File: src/shared/rpn_cmd_pkg.sv
// Package for the keypad command interpreter: command codes, widths, resets.
// Assumes one system clock and a command source that waits for ready.
package rpn_cmd_pkg;

  localparam int unsigned WORD_W = 32;
  localparam int unsigned LEVELS = 5;
  localparam int unsigned LIST_DEPTH = 8;
  localparam int unsigned WFM_W = 8;
  localparam logic [WORD_W-1:0] LEVEL_RST = 32'h0000_0000;
  localparam logic [WFM_W-1:0] WFM_MAX_DEF = 8'h0F;

  typedef enum logic [3:0] {
    CMD_NOP = 4'h0,
    CMD_ALT_KEY_LATCH = 4'h1,
    CMD_ALT_KEY_CANCEL = 4'h2,
    CMD_CLEAR_ALL_LEVELS = 4'h3,
    CMD_CLEAR_TOP = 4'h4,
    CMD_ENTER = 4'h5,
    CMD_ROLL = 4'h6,
    CMD_SWAP_TOP_TWO = 4'h7,
    CMD_CLEAR_LIST = 4'h8,
    CMD_REMOVE_ONE = 4'h9,
    CMD_POINT_PLOT = 4'hA,
    CMD_SHOW_STORED = 4'hB,
    CMD_VECTOR_PLOT = 4'hC,
    CMD_DIGIT = 4'hD
  } cmd_t;

  typedef struct packed {
    cmd_t code;
    logic has_alt;
    cmd_t alt_code;
    logic [WORD_W-1:0] value;
  } cmd_req_t;

  typedef struct packed {
    logic [WORD_W-1:0] level_one;
    logic [WORD_W-1:0] level_two;
    logic [WORD_W-1:0] level_three;
    logic [WORD_W-1:0] level_four;
    logic [WORD_W-1:0] level_five;
  } stack_t;

  typedef enum logic [2:0] {
    ST_IDLE = 3'b001,
    ST_EXEC = 3'b010,
    ST_DONE = 3'b100
  } state_t;

endpackage

File: src/rtl/rpn_stack_shift_display_list.sv
// Command execution for the keypad front end: shift latch, five-level
// stack and display list of stored waveforms.
// Assumes a command source that holds a request until cmd_ready is high.
//
// Contract
// - Cancel clears shift latch, nothing else.
// - Alt key command sets shift latch.
// - Glyph shown exactly while latch set.
// - Any other command clears the latch.
// - Latched key runs alternate or nothing; latch and cancel keys run as themselves.
// - Latch keeps numeric entry on no-op.
// - Clear all levels writes zeros.
// - Clear top pops, level five kept.
// - Enter during entry only ends entry.
// - Roll rotates, level one to five.
// - Swap exchanges levels one and two.
// - Clear list empties shown-stored entries.
// - Remove one drops entry, pops stack.
// - Warn when removed entry was absent.
// - Point plot draws isolated dots.
// - Show stored adds entry, shows number.
// - List holds eight, duplicates ignored, full warns.
`timescale 1ns/10ps
module rpn_stack_shift_display_list #(
  parameter int unsigned LIST_N = rpn_cmd_pkg::LIST_DEPTH,
  parameter logic [rpn_cmd_pkg::WFM_W-1:0] WFM_MAX = rpn_cmd_pkg::WFM_MAX_DEF
) (
  input wire logic clk_sys,
  input wire logic rst_b,
  input wire logic clk_en,
  input wire logic cmd_valid,
  output logic cmd_ready,
  input wire rpn_cmd_pkg::cmd_req_t cmd_req,
  output rpn_cmd_pkg::stack_t stack_out,
  output logic alt_active_glyph,
  output logic numeric_entry,
  output logic dot_mode,
  output logic [LIST_N-1:0] list_valid,
  output logic [LIST_N*rpn_cmd_pkg::WFM_W-1:0] list_wfm,
  output logic [rpn_cmd_pkg::WFM_W-1:0] shown_number,
  output logic shown_strobe,
  output logic warn
);

  // ****************************************************************
  // Parameter checks and state.
  // ****************************************************************
  if (LIST_N < 1 || LIST_N > 16)
  begin : g_chk
    $error("LIST_N out of range");
  end

  typedef struct packed {
    rpn_cmd_pkg::stack_t stk;
    logic alt;
    logic entry;
    logic dots;
    logic [LIST_N-1:0] vld;
    logic [LIST_N*rpn_cmd_pkg::WFM_W-1:0] wfm;
    logic [rpn_cmd_pkg::WFM_W-1:0] shown;
    logic shown_p;
    logic warn_p;
  } regs_t;

  regs_t r_q;
  regs_t r_d;
  rpn_cmd_pkg::cmd_t eff;
  logic [rpn_cmd_pkg::WFM_W-1:0] num;
  logic in_range;
  logic [LIST_N-1:0] hit;
  logic [LIST_N-1:0] free;
  logic [LIST_N-1:0] first_free;
  logic take;

  assign cmd_ready = 1'b1;
  assign take = cmd_valid & clk_en;

  // ****************************************************************
  // Key decode and list lookup.
  // ****************************************************************
  always_comb
  begin
    eff = rpn_cmd_pkg::CMD_NOP;
    if (!r_q.alt)
    begin
      eff = cmd_req.code;
    end
    else if (cmd_req.code == rpn_cmd_pkg::CMD_ALT_KEY_LATCH ||
             cmd_req.code == rpn_cmd_pkg::CMD_ALT_KEY_CANCEL)
    begin
      eff = cmd_req.code;
    end
    else if (cmd_req.has_alt)
    begin
      eff = cmd_req.alt_code;
    end
  end

  assign in_range = (r_q.stk.level_one <=
                     {{(rpn_cmd_pkg::WORD_W-rpn_cmd_pkg::WFM_W){1'b0}},
                      WFM_MAX});
  assign num = r_q.stk.level_one[rpn_cmd_pkg::WFM_W-1:0];

  genvar gi;
  generate
    for (gi = 0; gi < LIST_N; gi++)
    begin : g_list
      assign hit[gi] = r_q.vld[gi] &&
        r_q.wfm[gi*rpn_cmd_pkg::WFM_W +: rpn_cmd_pkg::WFM_W] == num;
      assign free[gi] = ~r_q.vld[gi];
    end
  endgenerate

  assign first_free = free & (~free + {{(LIST_N-1){1'b0}}, 1'b1});

  // ****************************************************************
  // Command execution.
  // ****************************************************************
  always_comb
  begin
    r_d = r_q;
    r_d.shown_p = 1'b0;
    r_d.warn_p = 1'b0;
    if (take)
    begin
      r_d.alt = 1'b0;
      case (eff)
        rpn_cmd_pkg::CMD_ALT_KEY_LATCH:
        begin
          r_d.alt = 1'b1;
        end
        rpn_cmd_pkg::CMD_ALT_KEY_CANCEL:
        begin
          r_d.alt = 1'b0;
        end
        rpn_cmd_pkg::CMD_DIGIT:
        begin
          r_d.entry = 1'b1;
          r_d.stk.level_one = cmd_req.value;
        end
        rpn_cmd_pkg::CMD_CLEAR_ALL_LEVELS:
        begin
          r_d.stk = {rpn_cmd_pkg::LEVELS{rpn_cmd_pkg::LEVEL_RST}};
          r_d.entry = 1'b0;
        end
        rpn_cmd_pkg::CMD_CLEAR_TOP:
        begin
          r_d.stk.level_one = r_q.stk.level_two;
          r_d.stk.level_two = r_q.stk.level_three;
          r_d.stk.level_three = r_q.stk.level_four;
          r_d.stk.level_four = r_q.stk.level_five;
          r_d.entry = 1'b0;
        end
        rpn_cmd_pkg::CMD_ENTER:
        begin
          if (r_q.entry)
          begin
            r_d.entry = 1'b0;
          end
          else
          begin
            r_d.stk.level_five = r_q.stk.level_four;
            r_d.stk.level_four = r_q.stk.level_three;
            r_d.stk.level_three = r_q.stk.level_two;
            r_d.stk.level_two = r_q.stk.level_one;
          end
        end
        rpn_cmd_pkg::CMD_ROLL:
        begin
          r_d.stk.level_one = r_q.stk.level_two;
          r_d.stk.level_two = r_q.stk.level_three;
          r_d.stk.level_three = r_q.stk.level_four;
          r_d.stk.level_four = r_q.stk.level_five;
          r_d.stk.level_five = r_q.stk.level_one;
          r_d.entry = 1'b0;
        end
        rpn_cmd_pkg::CMD_SWAP_TOP_TWO:
        begin
          r_d.stk.level_one = r_q.stk.level_two;
          r_d.stk.level_two = r_q.stk.level_one;
          r_d.entry = 1'b0;
        end
        rpn_cmd_pkg::CMD_CLEAR_LIST:
        begin
          r_d.vld = '0;
          r_d.entry = 1'b0;
        end
        rpn_cmd_pkg::CMD_POINT_PLOT:
        begin
          r_d.dots = 1'b1;
          r_d.entry = 1'b0;
        end
        rpn_cmd_pkg::CMD_VECTOR_PLOT:
        begin
          r_d.dots = 1'b0;
          r_d.entry = 1'b0;
        end
        rpn_cmd_pkg::CMD_REMOVE_ONE:
        begin
          r_d.entry = 1'b0;
          if (!in_range || hit == '0)
          begin
            r_d.warn_p = 1'b1;
          end
          else
          begin
            r_d.vld = r_q.vld & ~hit;
          end
          r_d.stk.level_one = r_q.stk.level_two;
          r_d.stk.level_two = r_q.stk.level_three;
          r_d.stk.level_three = r_q.stk.level_four;
          r_d.stk.level_four = r_q.stk.level_five;
        end
        rpn_cmd_pkg::CMD_SHOW_STORED:
        begin
          r_d.entry = 1'b0;
          if (!in_range || (hit == '0 && free == '0))
          begin
            r_d.warn_p = 1'b1;
          end
          else
          begin
            if (hit == '0)
            begin
              r_d.vld = r_q.vld | first_free;
              for (int k = 0; k < LIST_N; k++)
              begin
                if (first_free[k])
                begin
                  r_d.wfm[k*rpn_cmd_pkg::WFM_W +: rpn_cmd_pkg::WFM_W] = num;
                end
              end
            end
            r_d.shown = num;
            r_d.shown_p = 1'b1;
          end
          r_d.stk.level_one = r_q.stk.level_two;
          r_d.stk.level_two = r_q.stk.level_three;
          r_d.stk.level_three = r_q.stk.level_four;
          r_d.stk.level_four = r_q.stk.level_five;
        end
        default:
        begin
          r_d.alt = 1'b0;
        end
      endcase
    end
  end

  always_ff @(posedge clk_sys)
  begin
    if (!rst_b)
    begin
      r_q <= '0;
    end
    else if (clk_en)
    begin
      r_q <= r_d;
    end
  end

  assign stack_out = r_q.stk;
  assign alt_active_glyph = r_q.alt;
  assign numeric_entry = r_q.entry;
  assign dot_mode = r_q.dots;
  assign list_valid = r_q.vld;
  assign list_wfm = r_q.wfm;
  assign shown_number = r_q.shown;
  assign shown_strobe = r_q.shown_p;
  assign warn = r_q.warn_p;

  // ****************************************************************
  // Checks.
  // ****************************************************************
  property p_cancel;
    @(posedge clk_sys) disable iff (!rst_b)
    take && cmd_req.code == rpn_cmd_pkg::CMD_ALT_KEY_CANCEL
    |=> !alt_active_glyph && $stable(stack_out);
  endproperty
  a_cancel: assert property (p_cancel) else $error("cancel failed");

  property p_latch;
    @(posedge clk_sys) disable iff (!rst_b)
    take && cmd_req.code == rpn_cmd_pkg::CMD_ALT_KEY_LATCH
    |=> alt_active_glyph;
  endproperty
  a_latch: assert property (p_latch) else $error("latch not set");

  property p_clear_latch;
    @(posedge clk_sys) disable iff (!rst_b)
    take && cmd_req.code != rpn_cmd_pkg::CMD_ALT_KEY_LATCH
    |=> !alt_active_glyph;
  endproperty
  a_clear_latch: assert property (p_clear_latch) else $error("latch held");

  property p_clr_all;
    @(posedge clk_sys) disable iff (!rst_b)
    take && eff == rpn_cmd_pkg::CMD_CLEAR_ALL_LEVELS |=> stack_out == '0;
  endproperty
  a_clr_all: assert property (p_clr_all) else $error("stack not zero");

  property p_roll;
    @(posedge clk_sys) disable iff (!rst_b)
    take && eff == rpn_cmd_pkg::CMD_ROLL
    |=> stack_out.level_five == $past(stack_out.level_one);
  endproperty
  a_roll: assert property (p_roll) else $error("roll wrong");

  property p_swap;
    @(posedge clk_sys) disable iff (!rst_b)
    take && eff == rpn_cmd_pkg::CMD_SWAP_TOP_TWO
    |=> stack_out.level_two == $past(stack_out.level_one) &&
        stack_out.level_three == $past(stack_out.level_three);
  endproperty
  a_swap: assert property (p_swap) else $error("swap wrong");

  property p_push;
    @(posedge clk_sys) disable iff (!rst_b)
    take && eff == rpn_cmd_pkg::CMD_ENTER && !numeric_entry
    |=> stack_out.level_two == $past(stack_out.level_one) &&
        stack_out.level_one == $past(stack_out.level_one);
  endproperty
  a_push: assert property (p_push) else $error("push wrong");

  property p_list_cap;
    @(posedge clk_sys) disable iff (!rst_b)
    take && eff == rpn_cmd_pkg::CMD_SHOW_STORED && (&list_valid) &&
    hit == '0
    |=> warn && $stable(list_valid);
  endproperty
  a_list_cap: assert property (p_list_cap) else $error("full list");

  property p_pop;
    @(posedge clk_sys) disable iff (!rst_b)
    take && eff == rpn_cmd_pkg::CMD_CLEAR_TOP
    |=> stack_out.level_one == $past(stack_out.level_two) &&
        stack_out.level_five == $past(stack_out.level_five);
  endproperty
  a_pop: assert property (p_pop) else $error("pop wrong");

  property p_absent;
    @(posedge clk_sys) disable iff (!rst_b)
    take && eff == rpn_cmd_pkg::CMD_REMOVE_ONE && hit == '0
    |=> warn && $stable(list_valid);
  endproperty
  a_absent: assert property (p_absent) else $error("absent remove");

endmodule

File: config.mk
export PLATFORM = sky130hd
export DESIGN_NAME = rpn_stack_shift_display_list
export DESIGN_NICKNAME = d
export VERILOG_FILES = /design/src/shared/rpn_cmd_pkg.sv /design/src/rtl/rpn_stack_shift_display_list.sv
export SDC_FILE = /design/constraint.sdc
export NUM_CORES = 1
export LEC_CHECK = 0
export BUFFER_PORTS_ARGS = -buffer_cell sky130_fd_sc_hd__buf_2
export CAP_MARGIN = 15
export CORE_UTILIZATION = 30
export CTS_BUF_LIST = sky130_fd_sc_hd__clkbuf_4
export CTS_CLUSTER_SIZE = 10
export DETAILED_ROUTE_END_ITERATION = 8
export SLEW_MARGIN = 20
export SYNTH_ARGS = -nofsm -noshare
export SYNTH_HDL_FRONTEND = slang
export SYNTH_SLANG_ARGS = --single-unit
File: constraint.sdc
create_clock -name clk_sys -period 3.65 [get_ports clk_sys]
set_clock_uncertainty 0.1 [all_clocks]
set_input_delay 0 -clock clk_sys [delete_from_list [all_inputs] [get_ports clk_sys]]
set_output_delay 0 -clock clk_sys [all_outputs]
set_load 0.05 [all_outputs]
After elaboration in Yosys (flattened, before gate mapping)
Cells that the tools add are included.
Widths: inputs -> output; s select.
{"block": "totals", "ff_bits": 245, "latch_bits": 0, "ramBits": 0, "rom_bits": 0, "in_bits": 45, "out_inout_bits": 246, "mem_count": 0}
{"block": "classes", "add_sub_neg": 1, "n_mul": 0, "div": 0, "n_lt_le_gt_ge": 1, "eq_ne": 26, "shifts": 0, "muxes": 28, "bitwise_logic": 15, "reduce_logical": 42}
{"cell": "$pmux 32 s3", "count": 2}
{"cell": "$pmux 64 s3", "count": 1}
{"cell": "$mux 128", "count": 1}
{"cell": "$pmux 32 s4", "count": 1}
{"cell": "$mux 81", "count": 1}
{"cell": "$mux 72", "count": 1}
{"cell": "$mux 8", "count": 9}
{"cell": "$eq 8x8->1", "count": 8}
{"cell": "$reduce_and 6->1", "count": 9}
{"cell": "$le 32x4->1 const B", "count": 1}
{"cell": "$eq 4x4->1 const B", "count": 6}
{"cell": "$pmux 8 s3", "count": 1}
{"cell": "$and 8x8->8", "count": 2}
{"cell": "$eq 4x3->1 const B", "count": 4}
{"cell": "$logic_not 8->1", "count": 2}
{"cell": "$not 8->8", "count": 2}
{"cell": "$reduce_and 4->1", "count": 4}
{"cell": "$mux 4", "count": 3}
{"cell": "$reduce_bool 3->1", "count": 4}
{"cell": "$reduce_or 10->1", "count": 1}
{"cell": "$logic_and 1x1->1", "count": 9}
{"cell": "$not 1->1", "count": 9}
{"cell": "$reduce_and 3->1", "count": 3}
{"cell": "$add 8x1->8 const B", "count": 1}
{"cell": "15 further kinds", "count": 28}

Longest topological paths before layout
{"block": "depth", "ltp_word": 9, "ltp_mapped": 11, "mapped_depth_nobuf": 8}

Worst setup path after synthesis
No wires, ideal clock.
{"block": "synth_timing", "kind": "reg-to-reg", "start": "register r_q (netlist bit alt_active_glyph)", "end": "register r_q (netlist bit stack_out[54])", "setup_ns": 0.081, "arrival_time_ns": 2.790, "required_time_ns": 3.469, "setup_slack_ns": 0.678, "path_stages_with_launch": 11, "n_path_buf": 4, "period_less_slack_ns": 2.972, "path_cell_list": "dfxtp_1 clkbuf_1 o31ai_1 nand2_1 o21a_1 buf_2 mux2i_2 clkbuf_1 clkbuf_1 a22oi_1 a211oi_2"}
{"block": "synth_between", "elab_chain_len": 5, "elab_cells_between_ends": 12, "classes_between": "7 x eq/ne; 2 x mux; 3 x reduce/logical"}
{"item": "from (decl)", "line": "rpn_stack_shift_display_list.sv:65", "source": "regs_t r_q;"}
{"item": "from (signal assigned)", "line": "rpn_stack_shift_display_list.sv:258", "source": "r_q <= r_d;"}
{"item": "$mux 4 (*)", "line": "rpn_stack_shift_display_list.sv:84", "source": "if (!r_q.alt)"}
{"item": "$eq 4x4->1 or $eq 4x3->1 (tied branches)", "line": "rpn_stack_shift_display_list.sv:127", "source": "case (eff)"}
{"item": "$reduce_or 4->1 (no source line)"}
{"item": "$reduce_bool 3->1 (no source line)"}
{"item": "$reduce_and 4->1 (no source line)"}
Mark *: on every way between the ends. The rest lies on a longest branch, timed or not.
A chain may end at the register's enable or synchronous reset.

Worst setup path in the final report
{"block": "layout_timing", "start": "register r_q (netlist bit stack_out[151])", "end": "register r_q (netlist bit shown_strobe)"}
{"block": "layout_between", "elab_chain_len": 6}
{"item": "$le 32x4->1", "line": "rpn_stack_shift_display_list.sv:99", "source": "assign in_range = (r_q.stk.level_one <="}
{"item": "$logic_not 1->1", "line": "rpn_stack_shift_display_list.sv:217", "source": "if (!in_range || (hit == '0 && free == '0))"}
{"item": "$logic_or 1x1->1", "line": "rpn_stack_shift_display_list.sv:217"}
{"item": "$mux 81", "line": "rpn_stack_shift_display_list.sv:217"}
{"item": "$mux 1", "line": "rpn_stack_shift_display_list.sv:127"}
{"item": "$mux 2", "line": "rpn_stack_shift_display_list.sv:124", "source": "if (take)"}
No other way between the ends. The select of a mux whose other input is x is not followed.

==> results.sh <==
export IMPL_grt_total_usage_pct=21.0
export IMPL_worstSetupStartpointType="register"
export IMPL_grt_max_degree=116
export IMPL_clock_sinks=245
export IMPL_finalSetupViolCount=0
export IMPL_status="finished, final reports clean"
export IMPL_start_util_pct=30.8
export IMPL_r2r_start="stack_out[151]"
export IMPL_antenna_found_initial=1
export IMPL_drtIter0Drc=635
export IMPL_overflow=0
export IMPL_finalHoldViolations=0
export IMPL_root_buffer="clkbuf_4"
export IMPL_ir_drop_mv=0.203
export IMPL_yosysWarningCount=0
export IMPL_final_cells=2180
export IMPL_syn_area_um2=11400
export IMPL_cts_max_level=3
export IMPL_ioPinCount=291
export IMPL_hold_path_endpoint="numeric_entry"
export IMPL_crit_chain="nor4_1 > nand3_1 > nor2_1 > buf_4 > nand3_1 > dlygate4sd3_1 > a21oi_1 > a21oi_1 > nor2_1 > dlygate4sd3_1"
export IMPL_syn_to_final_growth_pct=33.7
export IMPL_powerDensity_nw_per_um2=424
export IMPL_synthFlopType="dfxtp_1"
export IMPL_max_slew_margin_pct=49.0
export IMPL_regArea_um2=4910
export IMPL_synth_area_per_cell_um2=9.06
export IMPL_synth_cell_types=59
export IMPL_rsz0062_at_grt="false"
export IMPL_grt_pass1_vias=11000
export IMPL_cts_buffers=74
export IMPL_synth_seq_cells=245
export IMPL_cp_buffers_inverters=3
export IMPL_cp_required_ns=4.21
export IMPL_vias_per_cell=5.23
export IMPL_synthTopCellsByCount="249 x nor2_1, 245 x dfxtp_1, 128 x a22oi_1, 64 x xor2_1, 62 x clkbuf_1"
export IMPL_clk_insertion_delay_late_ns=0.73
export IMPL_drc=0
export IMPL_slowest_delay_ns=0.59
export IMPL_synth_area_leader_cell="dfxtp_1"
export IMPL_setup_tns_final_ns=0
export IMPL_synth_edf_count=0
export IMPL_seq_area_frac_synth_pct=43.1
export IMPL_io_buffer_count=289
export IMPL_critPathTopFamily="buffers and inverters"
export IMPL_ant_nets=0
export IMPL_fill_cells=3718
export IMPL_tightestPinTransition_ns=0.764
export IMPL_async_flop_share_pct=0
export IMPL_post_drt_wl_per_cell_um=18.9
export IMPL_dpl_cell_count=1968
export IMPL_synth_nets=1301
export IMPL_dr_total_vias=11400
export IMPL_die_area_um2=38700
export IMPL_fin_crit_ns=3.58
export IMPL_maxSlewViolCount=0
export IMPL_hp_class="primary input to register"
export IMPL_hp_start="cmd_req[32]"
export IMPL_min_path_cells=7
export IMPL_slowest_stage="nor4_1"
export IMPL_period_share_pct=98.1
export IMPL_worstRegToRegCells=10
export IMPL_worst_ep_arrival_time_ns=4.14
export IMPL_first_pass_iters=5
export IMPL_rrSetupSlack_ns=0.07
export IMPL_max_cap_viol_count=0
export IMPL_drive_gt1_share_pct=30.9
export IMPL_cts_setup_buffers=0
export IMPL_clkTransAtPathRegs_ns=0.06
export IMPL_synth_most_common_cell="nor2_1"
export IMPL_dp_hpwl_mm=26.5
export IMPL_cp_max_fo=6
export IMPL_synth_top_cell_area_share_pct=43.1
export IMPL_ctsLongestPathBuffers=3
export IMPL_row_count=70
export IMPL_core_area_um2=37000
export IMPL_grt_first_pass_wirelength_mm=63.6
export IMPL_worstReg2RegEnd="shown_strobe"
export IMPL_routed_wl_mm=41.2
export IMPL_max_clock_freq_mhz=279
export IMPL_p_leak_nw=6.21
export IMPL_critPathKind="register to register"
export IMPL_place_congestion=0.825
export IMPL_cts_tree="yes"
export IMPL_finalNetCount=1682
export IMPL_syn_inst=1256
export IMPL_endpoint_kind="register"
export IMPL_synthTopCellsByArea="dfxtp_1 43%, a22oi_1 8.4%, nor2_1 8.2%"
export IMPL_startpoint="stack_out[151]"
export IMPL_multi_input_area_um2=5960
export IMPL_die_w_um=197
export IMPL_die_h_um=197
[metrics by stage]
step,util [%],instance area (um2),power [W],hold slack [ns],worst slack [ns]
finish,41.2,15200,0.00646,0.0907,0.0678
global route,41.2,15200,0.00677,0.0455,0.000868
CTS,41.1,15200,0.00655,0.00577,0.0344
detailed placement,36.2,13400,0.00386,0.185,0.278
global placement,36.2,13400,0.00385,0.182,0.300
floorplan,-,11400,0.00355,0.0735,0.678
[worst min-delay path, stage by stage]
cell     delay [ns]
buf_2          0.10
nand2_1        0.08
o21ai_1        0.18
nand2_2        0.22
nor2_1         0.07
o21ai_0        0.15
nor2_1         0.04
[metal layers]
layer | track usage (%) | vias to the layer above | wire length, um
met5 | 0 | - | 0
met4 | 8.35 | 0 | 1160
met3 | 6.06 | 84 | 2910
met2 | 34.0 | 427 | 19200
met1 | 26.1 | 5495 | 17900
li1 | - | 5386 | -
[repair_timing]
action / 4_1_cts / 5_1_grt
hold endpoints to repair: 146 / 0
endpoints found under the setup margin: 0 / 20
hold buffers: 97 / 0
gates resized for setup: 0 / 3
[worst max-delay path by stage]
stage	end	slack (ns)	cells after the start
floorplan	stack_out[54]	0.68	10
finish	shown_strobe	0.07	10
detailed placement	stack_out[150]	0.28	9
CTS	stack_out[157]	0.03	9
global route	warn	0.0009	11
global placement	stack_out[150]	0.30	9
[area by class of cell]
cell class                      count  share of cell area (%)
Multi-Input combinational cell    886                    39.1
Antenna cell                        2                  0.0329
Clock buffer                       98                    4.83
Inverter                            9                   0.271
Sequential cell                   245                    32.2
Timing Repair Buffer              421                    18.6
Tap cell                          504                    4.14
Clock inverter                     15                   0.748
[sequential cells by signal, summed over array words and instances (netlist names), 8 cells and up]
register	count
stack_out	160
list_wfm	64
list_valid	8
shown_number	8
[report_power, final]
part / internal (W) / leakage, nW / switching [W]
clock network: 0.00137 / 0.506 / 0.00121
registers: 0.00275 / 1.98 / 0.0000876
logic: 0.000324 / 3.72 / 0.000722
total: 0.00444 / 6.21 / 0.00202
[logic make-up after synthesis]
logic type             Yosys count  synth area share, %
AND/OR/NAND/NOR                439                 18.1
AO/OA/AOI/OAI                  343                 25.2
flip-flops                     245                 43.1
buffers and inverters          125                 5.10
XOR/XNOR                        65                 5.07
multiplexers                    38                 3.39
other                            1               0.0329
[cells in the final DEF (no fill, tap or decap), drive strengths merged, types with 32 or more instances in the layout]
cell         count
nand2           51
nor3b           36
dlygate4sd3     97
nand3           52
nor2           251
a21oi           41
a22oi          128
a211oi          99
mux2i           37
a311oi          32
xor2            64
clkbuf          98
buf            324
dfxtp          245
Power figures use the tool's default switching activity.
